**config.mk**
```make
export PLATFORM = sky130hd
export DESIGN_NAME = sppol_top
export DESIGN_NICKNAME = d
export VERILOG_FILES = /design/src/sppol_pkg.sv /design/src/sppol_top.sv
export VERILOG_INCLUDE_DIRS = /design/src
export SDC_FILE = /design/constraint.sdc
export NUM_CORES = 1
export LEC_CHECK = 0
export BUFFER_PORTS_ARGS = -buffer_cell sky130_fd_sc_hd__buf_2
export CORE_MARGIN = 2
export CORE_UTILIZATION = 54
export CTS_CLUSTER_SIZE = 14
export DETAILED_ROUTE_END_ITERATION = 12
export GPL_TIMING_DRIVEN = 0
export MAX_ROUTING_LAYER = met4
export PLACE_DENSITY = 0.87
export SLEW_MARGIN = 20
export SYNTH_ARGS = -nofsm -noshare
export SYNTH_HDL_FRONTEND = slang
export SYNTH_SLANG_ARGS = --single-unit
```
**constraint.sdc**
```tcl
create_clock -name i_clk -period 3.1 [get_ports i_clk]
set_input_delay 0.62 -clock i_clk [delete_from_list [all_inputs] [get_ports i_clk]]
set_output_delay 0.62 -clock i_clk [all_outputs]
set_load 0.03 [all_outputs]
```
**src/sppol_map.svh**
```systemverilog
// Constants of the sink power policy: thresholds, decode tables, timing.
// Assumes a 125 MHz core clock; included by bare name.
`ifndef SPPOL_MAP_SVH
`define SPPOL_MAP_SVH
`define SPPOL_CLK_MHZ 125
`define SPPOL_BAND1_MV 12'h0F9
`define SPPOL_BAND2_MV 12'h313
`define SPPOL_BAND3_MV 12'h544
`define SPPOL_BAND4_MV 12'h781
`define SPPOL_BAND5_MV 12'h0ADB
`define SPPOL_V0_MV 15'h1388
`define SPPOL_V1_MV 15'h2328
`define SPPOL_V2_MV 15'h2EE0
`define SPPOL_V3_MV 15'h3A98
`define SPPOL_V4_MV 15'h4A38
`define SPPOL_V5_MV 15'h4E20
`define SPPOL_AMP_MA 13'h03E8
`define SPPOL_F1_MA 13'h00FA
`define SPPOL_F2_MA 13'h01F4
`define SPPOL_F3_MA 13'h02EE
`define SPPOL_F4_MA 13'h0384
`define SPPOL_LEG5_LO_MV 15'h128E
`define SPPOL_LEG5_HI_MV 15'h157C
`define SPPOL_DET_TIME_US 100
`define SPPOL_RECOVER_TIME_US 1000
`endif

```
**src/sppol_pkg.sv**
```systemverilog
// Types of the sink power policy: states, protocols and status bundles.
// Assumes sppol_map.svh for all numeric constants.
package sppol_pkg;
  typedef enum logic [2:0] {
    SPPOL_ST_IDLE = 3'b000,
    SPPOL_ST_DETECT = 3'b001,
    SPPOL_ST_PD = 3'b010,
    SPPOL_ST_LEGACY = 3'b011,
    SPPOL_ST_TYPEC = 3'b100,
    SPPOL_ST_RUN = 3'b101,
    SPPOL_ST_FAULT = 3'b110
  } sppol_state_t;
  typedef enum logic [2:0] {
    SPPOL_PR_NONE = 3'b000,
    SPPOL_PR_PD = 3'b001,
    SPPOL_PR_BC = 3'b010,
    SPPOL_PR_FC1 = 3'b011,
    SPPOL_PR_FC2 = 3'b100,
    SPPOL_PR_VND = 3'b101,
    SPPOL_PR_TYPEC = 3'b110
  } sppol_proto_t;
  // Status from the PD policy engine, same clock
  typedef struct packed {
    logic capable;
    logic done;
    logic ok;
    logic in_win;
    logic cur_ok;
    logic renego;
  } sppol_pd_t;
  // Status from the legacy line detectors, same clock
  typedef struct packed {
    logic bc;
    logic fc1;
    logic fc2;
    logic vnd;
    logic done;
    logic ok;
  } sppol_leg_t;
  // Analog protection comparators, asynchronous
  typedef struct packed {
    logic ovp;
    logic uvp;
    logic ocp;
    logic otp;
  } sppol_sense_t;
endpackage

```
**src/sppol_top.sv**
```systemverilog
// Sink power policy: decodes the four resistor settings, walks the
// protocol priority and drives main path, fallback path and fault.
// Assumes decoded ADC levels and protocol engines on i_clk; protection
// comparators and the legacy strap are asynchronous and synchronised here.
`include "sppol_map.svh"
`timescale 1ns/100ps
`default_nettype none
module sppol_top
  import sppol_pkg::*;
#(
  parameter int DET_CYC = `SPPOL_DET_TIME_US * `SPPOL_CLK_MHZ,
  parameter int RECOVER_CYC = `SPPOL_RECOVER_TIME_US * `SPPOL_CLK_MHZ
) (
  input wire logic i_clk,
  input wire logic i_rst_b,
  input wire logic [11:0] i_min_voltage_setting,
  input wire logic [11:0] i_max_voltage_setting,
  input wire logic [11:0] i_coarse_current_setting,
  input wire logic [11:0] i_fine_current_setting,
  input wire logic i_attach,
  input wire sppol_pd_t i_pd,
  input wire sppol_leg_t i_leg,
  input wire sppol_sense_t i_sense,
  input wire logic i_otp_en,
  input wire logic i_fallback_dis,
  input wire logic i_legacy_dis,
  input wire logic i_legacy_sel,
  input wire logic i_host_cmd,
  input wire logic i_host_on,
  output logic o_main_path_gate_enable,
  output logic o_fallback_path_enable,
  output logic o_fault,
  output logic o_proto_reset,
  output logic o_detect_start,
  output logic o_legacy_start,
  output logic [2:0] o_protocol,
  output logic [14:0] o_win_lo_mv,
  output logic [14:0] o_win_hi_mv,
  output logic [12:0] o_requested_current_limit,
  output logic [14:0] o_leg_lo_mv,
  output logic [14:0] o_leg_hi_mv
);

  // Six-band level decode shared by all four settings
  function automatic logic [2:0] band(input logic [11:0] mv);
    logic [2:0] b;
    b = 3'h0;
    if (mv >= `SPPOL_BAND1_MV) b = 3'h1;
    if (mv >= `SPPOL_BAND2_MV) b = 3'h2;
    if (mv >= `SPPOL_BAND3_MV) b = 3'h3;
    if (mv >= `SPPOL_BAND4_MV) b = 3'h4;
    if (mv >= `SPPOL_BAND5_MV) b = 3'h5;
    return b;
  endfunction

  // Band to bus voltage in millivolts
  function automatic logic [14:0] volts(input logic [2:0] b);
    logic [14:0] v;
    case (b)
      3'h0: v = `SPPOL_V0_MV;
      3'h1: v = `SPPOL_V1_MV;
      3'h2: v = `SPPOL_V2_MV;
      3'h3: v = `SPPOL_V3_MV;
      3'h4: v = `SPPOL_V4_MV;
      default: v = `SPPOL_V5_MV;
    endcase
    return v;
  endfunction

  // Synchroniser stages for comparators and strap
  sppol_sense_t sense_m_r; // First stage, read only by second
  sppol_sense_t sense_r; // Safe copy
  logic strap_m_r; // First stage of strap
  logic strap_s_r; // Safe copy of strap
  logic [1:0] strap_cnt_r; // Edges since reset release, saturates at three
  logic bc_only_r; // Captured strap: BC1.2 only

  // Decoded settings
  logic [2:0] min_b; // Minimum voltage band
  logic [2:0] max_b; // Maximum voltage band
  logic [2:0] win_lo_b; // Effective lower band
  logic [2:0] fine_b; // Fine band, capped at four
  logic [12:0] cur_ma; // Requested operating current
  logic min5; // System accepts 5 V input
  logic both5; // Both bounds at 5 V
  logic vbus_bad; // Bus out of range
  logic sense_fault; // Any enabled protection trip

  // Policy state
  sppol_state_t state_r, state_nxt;
  sppol_proto_t proto_r, proto_nxt;
  logic [19:0] timer_r, timer_nxt; // Detect and recovery timer
  logic pol_main_r, pol_main_nxt; // Policy wants main path
  logic pol_fb_r, pol_fb_nxt; // Policy wants fallback path
  logic fault_r, fault_nxt; // Fault indicator level
  logic host_ovr_r, host_ovr_nxt; // Host override active
  logic host_on_r, host_on_nxt; // Host requested level
  logic main_r, main_nxt; // Main gate output
  logic fb_r, fb_nxt; // Fallback gate output
  logic preset_r, preset_nxt; // Protocol reset pulse
  logic dstart_r, dstart_nxt; // Detect start pulse
  logic lstart_r, lstart_nxt; // Legacy start pulse

  // Settings decode, combinational from same-clock ADC words
  always_comb begin
    min_b = band(i_min_voltage_setting);
    max_b = band(i_max_voltage_setting);
    win_lo_b = (min_b > max_b) ? max_b : min_b;
    fine_b = band(i_fine_current_setting);
    if (fine_b > 3'h4) begin
      fine_b = 3'h4; // Top fine offset from the fourth band up
    end
    cur_ma = 13'(band(i_coarse_current_setting) * `SPPOL_AMP_MA);
    case (fine_b)
      3'h1: cur_ma = cur_ma + `SPPOL_F1_MA;
      3'h2: cur_ma = cur_ma + `SPPOL_F2_MA;
      3'h3: cur_ma = cur_ma + `SPPOL_F3_MA;
      3'h4: cur_ma = cur_ma + `SPPOL_F4_MA;
      default: cur_ma = cur_ma;
    endcase
    min5 = (win_lo_b == 3'h0);
    both5 = min5 && (max_b == 3'h0);
    vbus_bad = sense_r.ovp || sense_r.uvp;
    sense_fault = vbus_bad || sense_r.ocp || (i_otp_en && sense_r.otp);
  end

  // Two-flop synchronisers; strap is caught once after reset release
  always_ff @(posedge i_clk or negedge i_rst_b) begin
    if (!i_rst_b) begin
      sense_m_r <= '0;
      sense_r <= '0;
      strap_m_r <= 1'b0;
      strap_s_r <= 1'b0;
      strap_cnt_r <= 2'h0;
      bc_only_r <= 1'b0;
    end else begin
      sense_m_r <= i_sense;
      sense_r <= sense_m_r;
      strap_m_r <= i_legacy_sel;
      strap_s_r <= strap_m_r;
      if (strap_cnt_r != 2'h3) begin
        strap_cnt_r <= strap_cnt_r + 2'h1;
      end
      // Wait until the pin has passed both stages, not their reset value
      if (strap_cnt_r == 2'h2) begin
        bc_only_r <= strap_s_r; // High strap means BC1.2 only
      end
    end
  end

  // Policy sequencer: protocol choice, outcome, fault and path intent
  always_comb begin
    state_nxt = state_r;
    proto_nxt = proto_r;
    timer_nxt = timer_r;
    pol_main_nxt = pol_main_r;
    pol_fb_nxt = pol_fb_r;
    fault_nxt = fault_r;
    host_ovr_nxt = host_ovr_r;
    host_on_nxt = host_on_r;
    preset_nxt = 1'b0;
    dstart_nxt = 1'b0;
    lstart_nxt = 1'b0;
    // Host commands are taken in every state, renegotiation included
    if (i_host_cmd) begin
      host_ovr_nxt = 1'b1;
      host_on_nxt = i_host_on;
    end
    case (state_r)
      SPPOL_ST_IDLE: begin
        pol_main_nxt = 1'b0;
        pol_fb_nxt = 1'b0;
        proto_nxt = SPPOL_PR_NONE;
        if (i_attach) begin
          dstart_nxt = 1'b1; // PD and BC1.2 detection start together
          timer_nxt = 20'(DET_CYC);
          state_nxt = SPPOL_ST_DETECT;
        end
      end
      SPPOL_ST_DETECT: begin
        if (i_pd.capable) begin
          proto_nxt = SPPOL_PR_PD; // PD takes precedence
          state_nxt = SPPOL_ST_PD;
        end else if (timer_r != 20'h0_0000) begin
          timer_nxt = timer_r - 20'h0_0001;
        end else if (i_legacy_dis) begin
          proto_nxt = SPPOL_PR_TYPEC;
          state_nxt = SPPOL_ST_TYPEC;
        end else begin
          // Fixed priority walk; strap masks all but BC1.2
          state_nxt = SPPOL_ST_LEGACY;
          lstart_nxt = 1'b1;
          if (i_leg.bc) begin
            proto_nxt = SPPOL_PR_BC;
          end else if (i_leg.fc1 && !bc_only_r) begin
            proto_nxt = SPPOL_PR_FC1;
          end else if (i_leg.fc2 && !bc_only_r) begin
            proto_nxt = SPPOL_PR_FC2;
          end else if (i_leg.vnd && !bc_only_r) begin
            proto_nxt = SPPOL_PR_VND;
          end else begin
            proto_nxt = SPPOL_PR_TYPEC;
            lstart_nxt = 1'b0;
            state_nxt = SPPOL_ST_TYPEC;
          end
        end
      end
      SPPOL_ST_PD: begin
        // Fault level frozen until the contract can be judged
        if (i_pd.done) begin
          state_nxt = SPPOL_ST_RUN;
          if (i_pd.ok && i_pd.in_win && i_pd.cur_ok) begin
            pol_main_nxt = 1'b1;
            pol_fb_nxt = 1'b0;
            fault_nxt = 1'b0;
          end else if (i_pd.ok) begin
            pol_main_nxt = 1'b0;
            pol_fb_nxt = 1'b1; // Contract fell back to 5 V
            fault_nxt = 1'b1;
          end else begin
            pol_main_nxt = min5;
            pol_fb_nxt = 1'b0;
            fault_nxt = !min5;
          end
        end
      end
      SPPOL_ST_LEGACY: begin
        if (i_leg.done) begin
          state_nxt = SPPOL_ST_RUN;
          pol_main_nxt = i_leg.ok;
          pol_fb_nxt = !i_leg.ok; // 5 V contract with fallback
          fault_nxt = !i_leg.ok && !min5;
        end
      end
      SPPOL_ST_TYPEC: begin
        // Plain Type-C current gives 5 V only
        state_nxt = SPPOL_ST_RUN;
        pol_main_nxt = min5;
        pol_fb_nxt = !min5;
        fault_nxt = !min5;
      end
      SPPOL_ST_RUN: begin
        if (i_pd.renego && (proto_r == SPPOL_PR_PD)) begin
          state_nxt = SPPOL_ST_PD; // Paths and fault hold meanwhile
        end
      end
      SPPOL_ST_FAULT: begin
        if (timer_r != 20'h0_0000) begin
          timer_nxt = timer_r - 20'h0_0001;
        end else begin
          state_nxt = SPPOL_ST_IDLE;
        end
      end
      default: begin
        state_nxt = SPPOL_ST_IDLE;
      end
    endcase
    // Protection trip overrides every state except idle and recovery itself
    if (sense_fault && (state_r != SPPOL_ST_FAULT) && (state_r != SPPOL_ST_IDLE)) begin
      fault_nxt = 1'b1;
      pol_main_nxt = 1'b0; // Output power removed
      pol_fb_nxt = 1'b0;
      preset_nxt = 1'b1; // Protocol reset to recover
      timer_nxt = 20'(RECOVER_CYC);
      state_nxt = SPPOL_ST_FAULT;
      host_ovr_nxt = 1'b0;
    end
    // Detach returns to idle and drops any host override
    if (!i_attach) begin
      state_nxt = SPPOL_ST_IDLE;
      pol_main_nxt = 1'b0;
      pol_fb_nxt = 1'b0;
      host_ovr_nxt = 1'b0;
      fault_nxt = (state_r == SPPOL_ST_FAULT) ? fault_r : 1'b0;
    end
    // Final gates: bus range wins on main, overvoltage only on fallback, then host, then policy
    if (host_ovr_nxt) begin
      main_nxt = host_on_nxt && !vbus_bad;
    end else begin
      main_nxt = pol_main_nxt && !vbus_bad;
    end
    fb_nxt = pol_fb_nxt && !min5 && !sense_r.ovp && !i_fallback_dis
      && !main_nxt;
  end

  // Sequencer and output registers
  always_ff @(posedge i_clk or negedge i_rst_b) begin
    if (!i_rst_b) begin
      state_r <= SPPOL_ST_IDLE;
      proto_r <= SPPOL_PR_NONE;
      timer_r <= 20'h0_0000;
      pol_main_r <= 1'b0;
      pol_fb_r <= 1'b0;
      fault_r <= 1'b0; // Low by default
      host_ovr_r <= 1'b0;
      host_on_r <= 1'b0;
      main_r <= 1'b0;
      fb_r <= 1'b0;
      preset_r <= 1'b0;
      dstart_r <= 1'b0;
      lstart_r <= 1'b0;
    end else begin
      state_r <= state_nxt;
      proto_r <= proto_nxt;
      timer_r <= timer_nxt;
      pol_main_r <= pol_main_nxt;
      pol_fb_r <= pol_fb_nxt;
      fault_r <= fault_nxt;
      host_ovr_r <= host_ovr_nxt;
      host_on_r <= host_on_nxt;
      main_r <= main_nxt;
      fb_r <= fb_nxt;
      preset_r <= preset_nxt;
      dstart_r <= dstart_nxt;
      lstart_r <= lstart_nxt;
    end
  end

  // Registered decode results for the protocol engines
  logic [14:0] win_lo_r, win_hi_r, leg_lo_r, leg_hi_r;
  logic [12:0] cur_r;
  always_ff @(posedge i_clk or negedge i_rst_b) begin
    if (!i_rst_b) begin
      win_lo_r <= `SPPOL_V0_MV;
      win_hi_r <= `SPPOL_V0_MV;
      leg_lo_r <= `SPPOL_LEG5_LO_MV;
      leg_hi_r <= `SPPOL_LEG5_HI_MV;
      cur_r <= 13'h0000;
    end else begin
      win_lo_r <= volts(win_lo_b);
      win_hi_r <= volts(max_b);
      leg_lo_r <= both5 ? `SPPOL_LEG5_LO_MV : volts(win_lo_b);
      leg_hi_r <= both5 ? `SPPOL_LEG5_HI_MV : volts(max_b);
      cur_r <= cur_ma;
    end
  end

  assign o_main_path_gate_enable = main_r;
  assign o_fallback_path_enable = fb_r;
  assign o_fault = fault_r;
  assign o_proto_reset = preset_r;
  assign o_detect_start = dstart_r;
  assign o_legacy_start = lstart_r;
  assign o_protocol = proto_r;
  assign o_win_lo_mv = win_lo_r;
  assign o_win_hi_mv = win_hi_r;
  assign o_requested_current_limit = cur_r;
  assign o_leg_lo_mv = leg_lo_r;
  assign o_leg_hi_mv = leg_hi_r;

endmodule
`default_nettype wire

```
# Yosys cells after proc, flatten, opt, wreduce, memory -nomap -nowiden
# Cells that the tools add are included.
# totals
word_cells	221
ff_bits	122
out_inout_bits	82
input_bits	73
# op_classes
muxes	92
reduce_logical	38
add_sub_neg	6
n_eq_ne	32
n_lt_le_gt_ge	22
n_mul	1
# ops
operator	n
one-hot mux 15 bit (5 select lines)	2
2-to-1 mux 3 bit	34
greater-or-equal comparator 12 x 11 -> 1 bit (second input constant)	8
2-to-1 mux 20 bit	4
one-hot mux 20 bit (3 select lines)	1
one-hot mux 13 bit (4 select lines)	1
greater-or-equal comparator 12 x 10 -> 1 bit (second input constant)	4
greater-or-equal comparator 12 bit (second input constant)	4
greater-or-equal comparator 12 x 8 -> 1 bit (second input constant)	4
2-to-1 mux 1 bit	39
2-to-1 mux 15 bit	2
adder 13 x 10 -> 13 bit (second input constant)	2
== test 3 x 2 -> 1 bit (second input constant)	8
one-hot mux 3 bit (7 select lines)	1
nonzero test 20 bit	1
subtractor 20 x 1 -> 20 bit (second input constant)	1
== test 3 bit (second input constant)	6
logical AND 1 bit	17
!= test 4 bit (second input constant)	4
== test 3 x 1 -> 1 bit (second input constant)	5
adder 13 x 8 -> 13 bit (second input constant)	1
adder 13 x 9 -> 13 bit (second input constant)	1
!= test 3 bit (second input constant)	4
multiplier 3 x 7 -> 10 bit (second input constant)	1
21 further kinds	36

# Logic depth before layout (Yosys ltp)
# Gate-level depths: netlist of run 1.
# depth
depth_word	19
depth_mapped	19
mapped_depth_nobuf	18

# Worst setup path before layout of run 1
# No wires, ideal clock.
# synth_timing
path_type	in2reg
from	input port i_coarse_current_setting[10]
to	register cur_r[11] (netlist: o_requested_current_limit[11])
t_arrival_ns	4.603
required_time_ns	2.961
slack_ns	-1.642
setup_time_ns	0.139
path_buffers	1
cell_stages	19
cell_sequence	buf_2 or4_1 a211oi_2 o21ai_1 nand2_1 a21oi_1 inv_1 fa_1 ha_1 a31oi_1 o21ai_0 a21oi_1 ha_1 nor2b_1 a21oi_1 a21boi_0 a31oi_1 mux2i_1 o2111ai_1
# synth_between
elab_chain_len	9
word_cells_on_any_way	16
cone_classes	4 x add/sub; 1 x mul; 5 x order compare; 6 x mux
# synth_lines
item	line_no	text
start: declaration	sppol_top.sv:18	input wire logic [11:0] i_coarse_current_setting,
greater-or-equal comparator 12 x 8 -> 1 bit (no line)	-	
2-to-1 mux 1 bit	sppol_top.sv:48	if (mv >= `SPPOL_BAND1_MV) b = 3'h1;
2-to-1 mux 3 bit	sppol_top.sv:49	if (mv >= `SPPOL_BAND2_MV) b = 3'h2;
2-to-1 mux 3 bit	sppol_top.sv:50	if (mv >= `SPPOL_BAND3_MV) b = 3'h3;
2-to-1 mux 3 bit	sppol_top.sv:51	if (mv >= `SPPOL_BAND4_MV) b = 3'h4;
2-to-1 mux 3 bit *	sppol_top.sv:52	if (mv >= `SPPOL_BAND5_MV) b = 3'h5;
multiplier 3 x 7 -> 10 bit (no line) *	-	
adder 13 x 10 -> 13 bit (no line), or another cell as far along	-	
one-hot mux 13 bit (4 select lines) *	sppol_top.sv:114	case (fine_b)
net cur_ma[11]	sppol_top.sv:83	logic [12:0] cur_ma;
end signal: assignment	sppol_top.sv:334	cur_r <= cur_ma;
end: declaration	sppol_top.sv:321	logic [12:0] cur_r;
# The timed path passes the listed nets; every way through them passes the cells marked *.
# A chain may end at the register's enable or synchronous reset.

# Worst setup path after layout of run 1
# layout_timing
from	input port i_coarse_current_setting[6]
to	register cur_r[10] (netlist: o_requested_current_limit[10])
# Same word-level chain as after synthesis.

==> results of run 1 <==
synthesized netlist by cell type (5+ instances only):
master,instances,area (um2)
a21o_1,5,37.5
a21oi_1,37,185
a31o_1,5,43.8
a31oi_1,11,68.8
and2_1,6,37.5
buf_4,18,135
clkbuf_1,14,52.6
dfrtp_1,87,2180
dfstp_2,18,473
fa_1,5,100
ha_1,15,188
inv_1,34,128
mux2_2,6,67.6
mux2i_1,11,110
nand2_1,54,203
nand2b_1,6,37.5
nand3_1,16,80.1
nand4_1,7,43.8
nor2_1,55,206
nor2b_1,12,75.1
nor3_1,26,130
nor4_1,10,62.6
o21a_1,6,45.0
o21ai_0,44,220
o21ai_1,6,30.0
o31ai_1,5,37.5
or3_1,11,68.8
or4_1,6,45.0
xnor2_1,13,114
xor2_1,6,52.6
power breakdown:
group | internal (mW) | leakage (nW) | total, mW | switching, mW
combinational | 1.24 | 2.50 | 3.11 | 1.87
sequential | 1.66 | 1.23 | 1.83 | 0.170
clock | 0.707 | 0.151 | 1.21 | 0.502
layout make-up:
type / count / area, um2 / share of cell area, %
inverter: 37 / 155 / 1.77
buffer: 38 / 303 / 3.46
antenna: 1 / 2.50 / 0.0286
multi-input combinational: 495 / 3810 / 43.5
sequential: 105 / 2650 / 30.2
clock buffer: 12 / 236 / 2.70
tap: 143 / 179 / 2.04
clock inverter: 4 / 70.1 / 0.800
timing repair buffer: 199 / 1360 / 15.5
flip-flops by register name, indices dropped and copies added (netlist names), 2 cells and up:
signal	cells
timer_r	20
o_protocol	3
o_win_lo_mv	11
sense_m_r	4
o_leg_hi_mv	13
state_r	3
o_requested_current_limit	12
strap_cnt_r	2
sense_r	4
o_win_hi_mv	9
o_leg_lo_mv	11
metal layers:
layer  global-route usage [%]  vias up
met4                     6.91        0
li1                         -     2830
met2                     48.2      335
met5                        -        -
met1                     37.8     3023
met3                     7.73       66
through the flow:
step	hold WS, ns	setup WS, ns
floorplan	0.324	-1.13
global placement	0.333	-1.72
detailed placement	0.335	-1.73
CTS	0.226	-0.929
global route	0.244	-1.14
finish	0.211	-1.04
cells by family after synthesis:
kind of cell / count (synthesis) / share of synthesized area (%)
adders and majority gates: 20 / 4.61
DFF: 105 / 42.5
muxes: 19 / 3.21
and+or+nand+nor: 234 / 19.2
AOI/OAI and AO/OA: 190 / 21.2
buffers and inverters: 76 / 6.42
xor gates and xnor gates: 19 / 2.67
other: 2 / 0.120
path summary, 6_finish.rpt:
| check | startpoint | endpoint | slack (ns) |
|---|---|---|---|
| hold / removal | i_rst_b | timer_r[15] | 0.21 |
| min in group i_clk | strap_m_r | strap_s_r | 0.35 |
| max in group asynchronous | i_rst_b | o_win_lo_mv[12] | 2.21 |
| hold reg to reg | strap_m_r | strap_s_r | 0.35 |
| setup / recovery | i_coarse_current_setting[6] | o_requested_current_limit[10] | -1.04 |
| setup reg to reg | timer_r[0] | timer_r[12] | 0.25 |
cells in the final DEF (no fill, tap or decap), drive strengths merged, types with 5 or more instances in the layout:
master    n
a21boi    5
a21o      5
a21oi    37
a31o      6
a31oi    11
and2      7
buf     222
clkbuf   27
conb     13
dfrtp    87
dfstp    18
fa        5
ha       15
inv      36
mux2      8
mux2i    11
nand2    55
nand2b    6
nand3    16
nand4     7
nor2     55
nor2b    12
nor3     26
nor4     11
o21a      6
o21ai    53
o31ai     5
or2       5
or3      11
or4       7
xnor2    13
xor2      6
what timing repair did:
item	4_1_cts	5_1_grt
gates resized for setup	69	52
setup buffers	40	25
cloned	3	0
hold endpoints to repair	0	0
endpoints found under the setup margin	38	43
pin swaps	41	44
==> summary.md, run 1 <==
| Metric | Value |
|---|---|
| Final Worst Setup Slack | -1.04 ns |
| TritonCTS Buffers | 9 |
| Layout net count | 978 |
| PwrDens | 702 nW/um2 |
| Crit. End Element | register |
| Tcrit/Tclk final | 134% |
| Synth warnings | 0 |
| First-pass GRT wire length | 29.1 mm |
| WL per Instance | 18.8 um |
| Total grt overflow | 0 |
| Slew HR | 51.7% |
| # setup viols final | 35 |
| Fraction of registers with async set/reset | 100% |
| Antenna violations before repair | 1 |
| Worst Skew | 0.00609 ns |
| Area grow syn2layout | 40.5% |
| VDD IR-drop max | 0.569 mV |
| Vias in the first global route | 5859 |
| Pin count of the biggest net entering global routing | 57 |
| Post-synthesis cell area | 6240 um2 |
| CTS tree | built |
| CP max stage delay | 0.54 ns |
| Sequential share of the synthesized area | 42.5% |
| Netlist cell types | 90 |
| WP depth | 17 |
| Met3 Routed Length | 1.46 mm |
| Final number of max-transition violations | 0 |
| Unrepaired setup endpoints after global routing | true |
| Routed WL | 19.4 mm |
| Fill cells | 708 |
| Die footprint | 12400 um2 |
| Minimum clock period | 4.14 ns |
| # clock sinks | 105 |
| Setup CP Type | in -> reg |
| Core area | 11300 um2 |
| GRT Util Overall | 29.7% |
| MaxCap Viol Count | 0 |
| Critical path cell sequence | buf_12 > or4_4 > a211oi_4 > o21ai_2 > nand2_2 > a21oi_4 > inv_2 > fa_2 > ha_4 > a31oi_4 > o21ai_2 > a21oi_4 > ha_4 > or3_4 > o32ai_4 > mux2i_1 > o22ai_1 |
| Static Leakage | 3.88 nW |
| Input/output buffers | 139 |
| Startpoint types | input port |
| Worst-path fanout max | 5 |
| Endpoints failing hold | 0 |
| Initial DRC count | 581 |
| Critical Path RT | 3.31 ns |
| Overall power | 6.15 mW |
| Vias | 6254 |
| Row count | 39 |
| Antenna viol nets, final | 0 |
| Hpwl dp | 11.6 mm |
| Cts hold-fix bufs | 0 |
| Buf/Inv on CP | 2 |
| Mapped Cells | 665 |
| Pre-antenna DRT Iters | 5 |
| Pin slew with the least headroom to its limit | 0.717 ns |
| Achievable frequency | 241 MHz |
| Die height | 111 um |
| Maximum clock path buffer count | 2 |
| Clock slew at reported path FFs | 0.07 ns |
| Setup_tns | -9.96 ns |
| Clock root cell | clkbuf_16 |
| Top Ports | 155 |
| Drt drc | 0 |
| Vias per inst | 6.05 |
| Synthesized area per cell | 9.38 um2 |
| #FFs+latches synth | 105 |
| Dpl cells | 959 |
| Utilization after layout | 77.4% |
| Post-synth EDFFs | 0 |
| Hold Path Class | in -> async |
| Max H-tree Level | 3 |
| Most used DFF post-synth | dfrtp_1 |
| Layout cells sized above 1 | 40.1% |
| Slowest cell on the critical path | or4_4 |
| Post-route cell area | 8760 um2 |
| M1 WL | 7.85 mm |
| FF-to-FF path depth | 10 |
| Die Wd | 111 um |
| Non-filler cells, final | 1034 |
| Starting Density | 55.1% |
| Met2 Routed Length | 9.52 mm |
| Post-DP Area | 7400 um2 |
| Failing checks | setup timing |
| Delay-heaviest family, CP | compound AO/OA/AOI/OAI gates |
| Routability Congestion | 0.962 |
| Worst Path Arrival | 4.35 ns |
| Clk_lat worst skew | 0.36 ns |
| Status | finished with violations |
| Uppermost layer routed | met4 |
(Power assumes the default switching activity.)
==> inputs of run 2 (changes only) <==
- CORE_UTILIZATION: 54 -> 55
- CTS_BUF_LIST: not set -> sky130_fd_sc_hd__clkbuf_4
- HOLD_SLACK_MARGIN: not set -> 0.12
- PLACE_DENSITY: 0.87 -> 0.88
==> run 2 against run 1 <==
  * The run still ends with setup timing left
  * Register-to-register slack worse by 0.07 ns
  * Global-route usage down 0.83 points
  * First-iteration DRC count is 6.9% lower
  * Utilization fell by 0.75 points
  * Sequential share of layout area increased by 1.4 points
  * Maximum frequency up 3.8%
  * Critical endpoint is now o_requested_current_limit[11]
  * Largest cell class unchanged
  * Highest routed layer unchanged
==> summary.md, run 2 (same netlist as run 1, synthesis figures left out) <==
| Metric | Value |
|---|---|
| Status | finished with violations |
| Failing checks | setup timing |
| Vias | 6317 |
| Final number of max-transition violations | 0 |
| Worst hold margin | 0.210 ns |
| # setup viols final | 22 |
| Tcrit/Tclk final | 129% |
| Achievable frequency | 251 MHz |
| Die height | 110 um |
| Top Ports | 155 |
| Initial DRC count | 541 |
| Clock root cell | clkbuf_4 |
| # diodes | 0 |
| Starting Density | 57.0% |
| Minimum clock period | 3.99 ns |
| Biggest register | timer_r |
| Pin count of the biggest net entering global routing | 55 |
| Startpoint types | input port |
| Hold Path Class | in -> reg |
| Static Leakage | 3.70 nW |
| TritonCTS Buffers | 9 |
| Pre-antenna DRT Iters | 6 |
| Overall power | 5.56 mW |
| Setup CP Type | in -> reg |
| Max reg flops | 20 |
| First-pass GRT wire length | 28.2 mm |
| Layout cells sized above 1 | 39.2% |
| Vias in the first global route | 5928 |
| Die Wd | 110 um |
| Max H-tree Level | 3 |
| Antenna violations before repair | 0 |
| CTS tree | built |
| WL per Instance | 18.8 um |
| MaxCap Viol Count | 0 |
| Pin slew with the least headroom to its limit | 0.799 ns |
| Routed WL | 19.1 mm |
| Slew HR | 46.2% |
| Endpoints failing hold | 0 |
| Commonest cells after routing, fill and taps aside | buf_2, dfrtp_1, buf_4, nor2_1, nand2_1 |
| Maximum clock path buffer count | 2 |
| Input/output buffers | 139 |
| Area grow syn2layout | 34.4% |
| Antenna viol nets, final | 0 |
| Final Worst Setup Slack | -0.889 ns |
| Row count | 38 |
| Clk_lat worst skew | 0.50 ns |
| Layout net count | 966 |
| Core area | 10900 um2 |
| Critical Path RT | 3.45 ns |
| Unrepaired setup endpoints after global routing | true |
| Clock slew at reported path FFs | 0.17 ns |
| Commonest non-fill, non-tap cell in the layout | buf_2 |
| Crit. End Element | register |
| Worst Skew | 0.0201 ns |
| PwrDens | 664 nW/um2 |
| # clock sinks | 105 |
| GRT Util Overall | 28.9% |
| Worst-path fanout max | 6 |
| VDD IR-drop max | 0.507 mV |
| Die footprint | 12200 um2 |
| Routability Congestion | 1.01 |
| Vias per inst | 6.21 |
| Hpwl dp | 11.9 mm |
| Fill cells | 692 |
| Drt drc | 0 |
| Total grt overflow | 0 |
| Worst Path Arrival | 4.34 ns |
## run 2: metal layers
layer | global-route usage, % | part of all wire (%) | vias up
li1 | - | - | 2811
met2 | 47.4 | 50 | 409
met3 | 5.87 | 8.0 | 95
met1 | 34.6 | 37 | 3002
met5 | - | 0 | -
met4 | 12.8 | 5.1 | 0
## run 2: final timing paths
| path | slack (ns) | cells past startpoint | startpoint | end |
|---|---|---|---|---|
| max | -0.89 | 17 | i_coarse_current_setting[5] | o_requested_current_limit[11] |
| min | 0.21 | 1 | i_sense[0] | sense_m_r[0] |
| max reg2reg | 0.18 | 8 | sense_r[2] | timer_r[12] |
| min reg2reg | 0.36 | 0 | strap_m_r | strap_s_r |
| max in group asynchronous | 1.81 | 3 | i_rst_b | o_win_lo_mv[3] |
| min in group asynchronous | 0.62 | 2 | i_rst_b | o_leg_hi_mv[14] |
## run 2: worst max-delay path: stages
cell and delay (ns):
buf_12 0.11, nor4_4 0.36, a21o_4 0.21, inv_6 0.03
or3_4 0.42, fa_2 0.63, buf_6 0.12, ha_4 0.20
and4b_1 0.23, a21oi_4 0.22, ha_4 0.23, nor2b_4 0.13
a21oi_2 0.15, a21boi_2 0.09, a31oi_1 0.18, mux2i_1 0.24
o2111ai_1 0.15
## run 2: repair_timing
action                                  CTS  global route
endpoints found under the hold margin    48             0
hold buffers                              1             0
gates cloned                              1             2
pin swaps                                35            39
endpoints found under the setup margin   25            47
gates resized for setup                  35            70
buffers inserted                         30            16
## run 2: cell type report
type                    instances  area, um2  share of cell area [%]
multi-input cells             495       3750                    44.7
flip-flops and latches        105       2650                    31.6
repair buffers                187       1220                    14.6
plain buffers                  38        285                    3.40
well taps                     140        175                    2.09
inverters                      37        160                    1.91
clock inverters                 7       76.3                   0.911
clock buffers                   9       67.6                   0.806
## run 2: report_power, final
group          internal (mW)  switching [mW]
Sequential              1.66           0.177
Clock                  0.252           0.488
Combinational           1.16            1.82
Total                   3.08            2.49
## run 2: stage by stage
stage | area [um2] | instances | setup WS, ns | utilization [%] | TNS [ns]
final | 8380 | 1018 | -0.889 | 76.6 | -4.12
after global routing | 8380 | 1018 | -1.01 | 76.6 | -7.00
after CTS | 7960 | 1004 | -0.816 | 72.8 | -3.41
after detailed placement | 7390 | 956 | -1.72 | 67.6 | -27.09
after global placement | 7360 | 955 | -1.64 | 67.3 | -23.39
after floorplan | 6490 | 676 | -1.13 | - | -9.99
==> inputs of run 3 (changes only) <==
--- a/config.mk
+++ b/config.mk
@@ -7,4 +7,5 @@
 export NUM_CORES = 1
 export LEC_CHECK = 0
+export ABC_AREA = 1
 export BUFFER_PORTS_ARGS = -buffer_cell sky130_fd_sc_hd__buf_2
 export CORE_MARGIN = 2
@@ -17,4 +18,5 @@
 export MAX_ROUTING_LAYER = met4
 export PLACE_DENSITY = 0.88
+export SETUP_SLACK_MARGIN = 0.02
 export SLEW_MARGIN = 20
 export SYNTH_ARGS = -nofsm -noshare
==> constraint.sdc (replaced) <==
create_clock -name i_clk -period 3.1 [get_ports i_clk]
set_input_delay 0.93 -clock i_clk [delete_from_list [all_inputs] [get_ports i_clk]]
set_output_delay 0.93 -clock i_clk [all_outputs]
set_load 0.03 [all_outputs]
==> run 3 against run 2 <==
  * The run still ends with setup timing left
  * Non-clock buffer count fell by 28
  * Register-to-register slack gained 0.52 ns
  * Synthesized cell count increased by 22%
  * Combinational power down 6%
  * Critical path type unchanged
  * Die area shrank 1.8%
  * Cell area decreased by 4.7%
  * Routed wire length down 13%
==> summary.md, run 3 <==
| Metric | Value |
|---|---|
| Status | finished with violations |
| Failing checks | setup timing |
| Routed WL | 16.6 mm |
| Antenna violations before repair | 1 |
| Maximum clock path buffer count | 2 |
| Non-filler cells, final | 1155 |
| Clock root cell | clkbuf_4 |
| # clock sinks | 105 |
| Routability Congestion | 0.921 |
| Dpl cells | 1101 |
| Achievable frequency | 250 MHz |
| Startpoint types | input port |
| Synth top cells by count | nand2_1, inv_1, nor2_1 |
| Post-synthesis cell area | 6120 um2 |
| Clock slew at reported path FFs | 0.17 ns |
| Area grow syn2layout | 30.5% |
| Commonest cells after routing, fill and taps aside | nand2_1, buf_2, inv_1, nor2_1, dfrtp_1 |
| Final Worst Setup Slack | -0.901 ns |
| Synthesized area per cell | 7.57 um2 |
| Synth warnings | 0 |
| Synth area leaders | dfrtp_1, nand2_1, dfstp_2 |
| Synth top area share | 35.6% |
| MaxCap Viol Count | 0 |
| FF+latch area | 2650 um2 |
| Endpoints failing hold | 0 |
| Antenna viol nets, final | 0 |
| Starting Density | 56.4% |
| CP max stage delay | 0.49 ns |
| Most frequent cell after synthesis | nand2_1 |
| Slew HR | 52.9% |
| Cts hold-fix bufs | 0 |
| Most used DFF post-synth | dfrtp_1 |
| Worst Skew | 0.0305 ns |
| Core area | 10800 um2 |
| CTS tree | built |
| Total grt overflow | 0 |
| Biggest register | timer_r |
| Max H-tree Level | 3 |
| VDD IR-drop max | 0.440 mV |
| Tcrit/Tclk final | 129% |
| Fill cells | 785 |
| Initial DRC count | 376 |
| Unrepaired setup endpoints after global routing | true |
| Slowest cell on the critical path | fa_2 |
| Critical Path RT | 3.45 ns |
| WL per Instance | 14.4 um |
| Hpwl dp | 11.0 mm |
| Area taken by multi-input logic gates | 3330 um2 |
| Top Ports | 155 |
| Drt drc | 0 |
| Commonest non-fill, non-tap cell in the layout | nand2_1 |
| Static Leakage | 4.14 nW |
| #FFs+latches synth | 105 |
| Die Wd | 109 um |
| Max reg flops | 20 |
| Fraction of registers with async set/reset | 100% |
| Row count | 38 |
| Clk_lat worst skew | 0.44 ns |
| Pin slew with the least headroom to its limit | 0.703 ns |
| Hold Path Class | in -> async |
| Worst hold margin | 0.312 ns |
| Worst Path Arrival | 4.35 ns |
| TritonCTS Buffers | 9 |
| Pre-antenna DRT Iters | 5 |
| Setup CP Type | in -> reg |
| Worst-path fanout max | 4 |
| # setup viols final | 4 |
| Final number of max-transition violations | 0 |
| First-pass GRT wire length | 25.0 mm |
| Crit. End Element | register |
| Overall power | 5.38 mW |
| Register-to-register setup slack | 0.70 ns |
| Layout net count | 1102 |
| Sequential share of the synthesized area | 43.3% |
| Die height | 109 um |
| Mapped Cells | 808 |
| GRT Util Overall | 27.1% |
| Critical path cell sequence | buf_6 > or2_4 > o21ai_2 > nor3_2 > o21ai_1 > nand2_1 > nand2_2 > nand2_4 > fa_2 > buf_6 > ha_4 > a21o_1 > nand3b_1 > nand2_2 > ha_4 > inv_6 > nor3_1 > nand2_1 > nand3_2 > nand3_2 > a21oi_2 |
| Post-synth EDFFs | 0 |
| Pin count of the biggest net entering global routing | 81 |
| Die footprint | 12000 um2 |
| Dpl ws | -1.37 ns |
| PwrDens | 674 nW/um2 |
| Layout cells sized above 1 | 35.5% |
| Vias in the first global route | 5657 |
| Minimum clock period | 4.00 ns |
| Vias per inst | 5.35 |
| Setup_tns | -2.88 ns |
| Vias | 6181 |
| Netlist cell types | 57 |
| Cell taking the most area after synthesis | dfrtp_1 |
| Input/output buffers | 141 |
run 3: cell count changes in the layout (fill, tap and decap cells not counted), moves of 11 or more:
cell | previous run | this run
nor2_2 | 2 | 14
nand2_1 | 47 | 166
inv_1 | 29 | 110
nor2_1 | 53 | 89
nand3_1 | 13 | 46
nand2_2 | 2 | 21
xnor2_1 | 13 | 2
clkbuf_1 | 12 | 0
run 3: stage by stage:
stage | cell area, um2 | utilization (%)
3_3_place_gp | 7120 | 65.7
6_report | 7990 | 73.7
4_1_cts | 7660 | 70.7
3_5_place_dp | 7150 | 66.0
5_1_grt | 7990 | 73.7
2_1_floorplan | 6240 | -
run 3: power breakdown:
group          leakage [nW]  internal, mW  switching (mW)
clock network        0.0711         0.259           0.459
logic                  2.84         0.930            1.89
registers              1.23          1.68           0.163
run 3: critical path, delay by kind of cell:
family                     cells  cell delay, ns
adders and majority gates      3            1.06
AOI/OAI and AO/OA              4            0.59
buffers and inverters          3            0.29
and+or+nand+nor               11            1.47
run 3: final cells by class:
cell class	count	area share (%)
diodes	1	0.0313
plain buffers	18	1.66
clock buffers	10	0.940
clock inverters	6	0.830
inverters	128	6.16
multi-input cells	568	41.8
flip-flops and latches	105	33.2
well taps	140	2.19
repair buffers	179	13.2
run 3: path summary, 6_finish.rpt:
path	start	endpoint	depth (start not counted)
min in group i_clk	strap_m_r	strap_s_r	0
max in group asynchronous	i_rst_b	o_win_hi_mv[7]	2
hold / removal	i_rst_b	o_detect_start	1
setup reg to reg	timer_r[0]	o_protocol[1]	12
hold reg to reg	strap_m_r	strap_s_r	0
setup / recovery	i_coarse_current_setting[1]	o_requested_current_limit[11]	21
run 3: kinds of logic (layout without fill, tap and decap cells):
| logic type | after synthesis | after routing | synth area share, % |
|---|---|---|---|
| AOI/OAI and AO/OA | 108 | 108 | 10.1 |
| xor gates and xnor gates | 7 | 7 | 1.00 |
| adders and majority gates | 20 | 20 | 4.70 |
| buffers and inverters | 146 | 341 | 10.1 |
| DFF | 105 | 105 | 43.3 |
| muxes | 2 | 2 | 0.348 |
| other | 2 | 14 | 0.123 |
| and+or+nand+nor | 418 | 418 | 30.3 |
run 3: routing by layer:
layer	track usage [%]	vias up	wire, um
met5	-	-	0
li1	-	2957	-
met1	31.7	2860	6480
met3	3.44	68	1030
met4	10.6	0	638
met2	47.4	296	8470
run 3: repair_timing:
action                                  in CTS  in global routing
pin swaps                                   30                 37
buffers inserted                            27                 16
hold endpoints to repair                     0                  0
resized for setup                           46                 63
endpoints found under the setup margin      21                 25
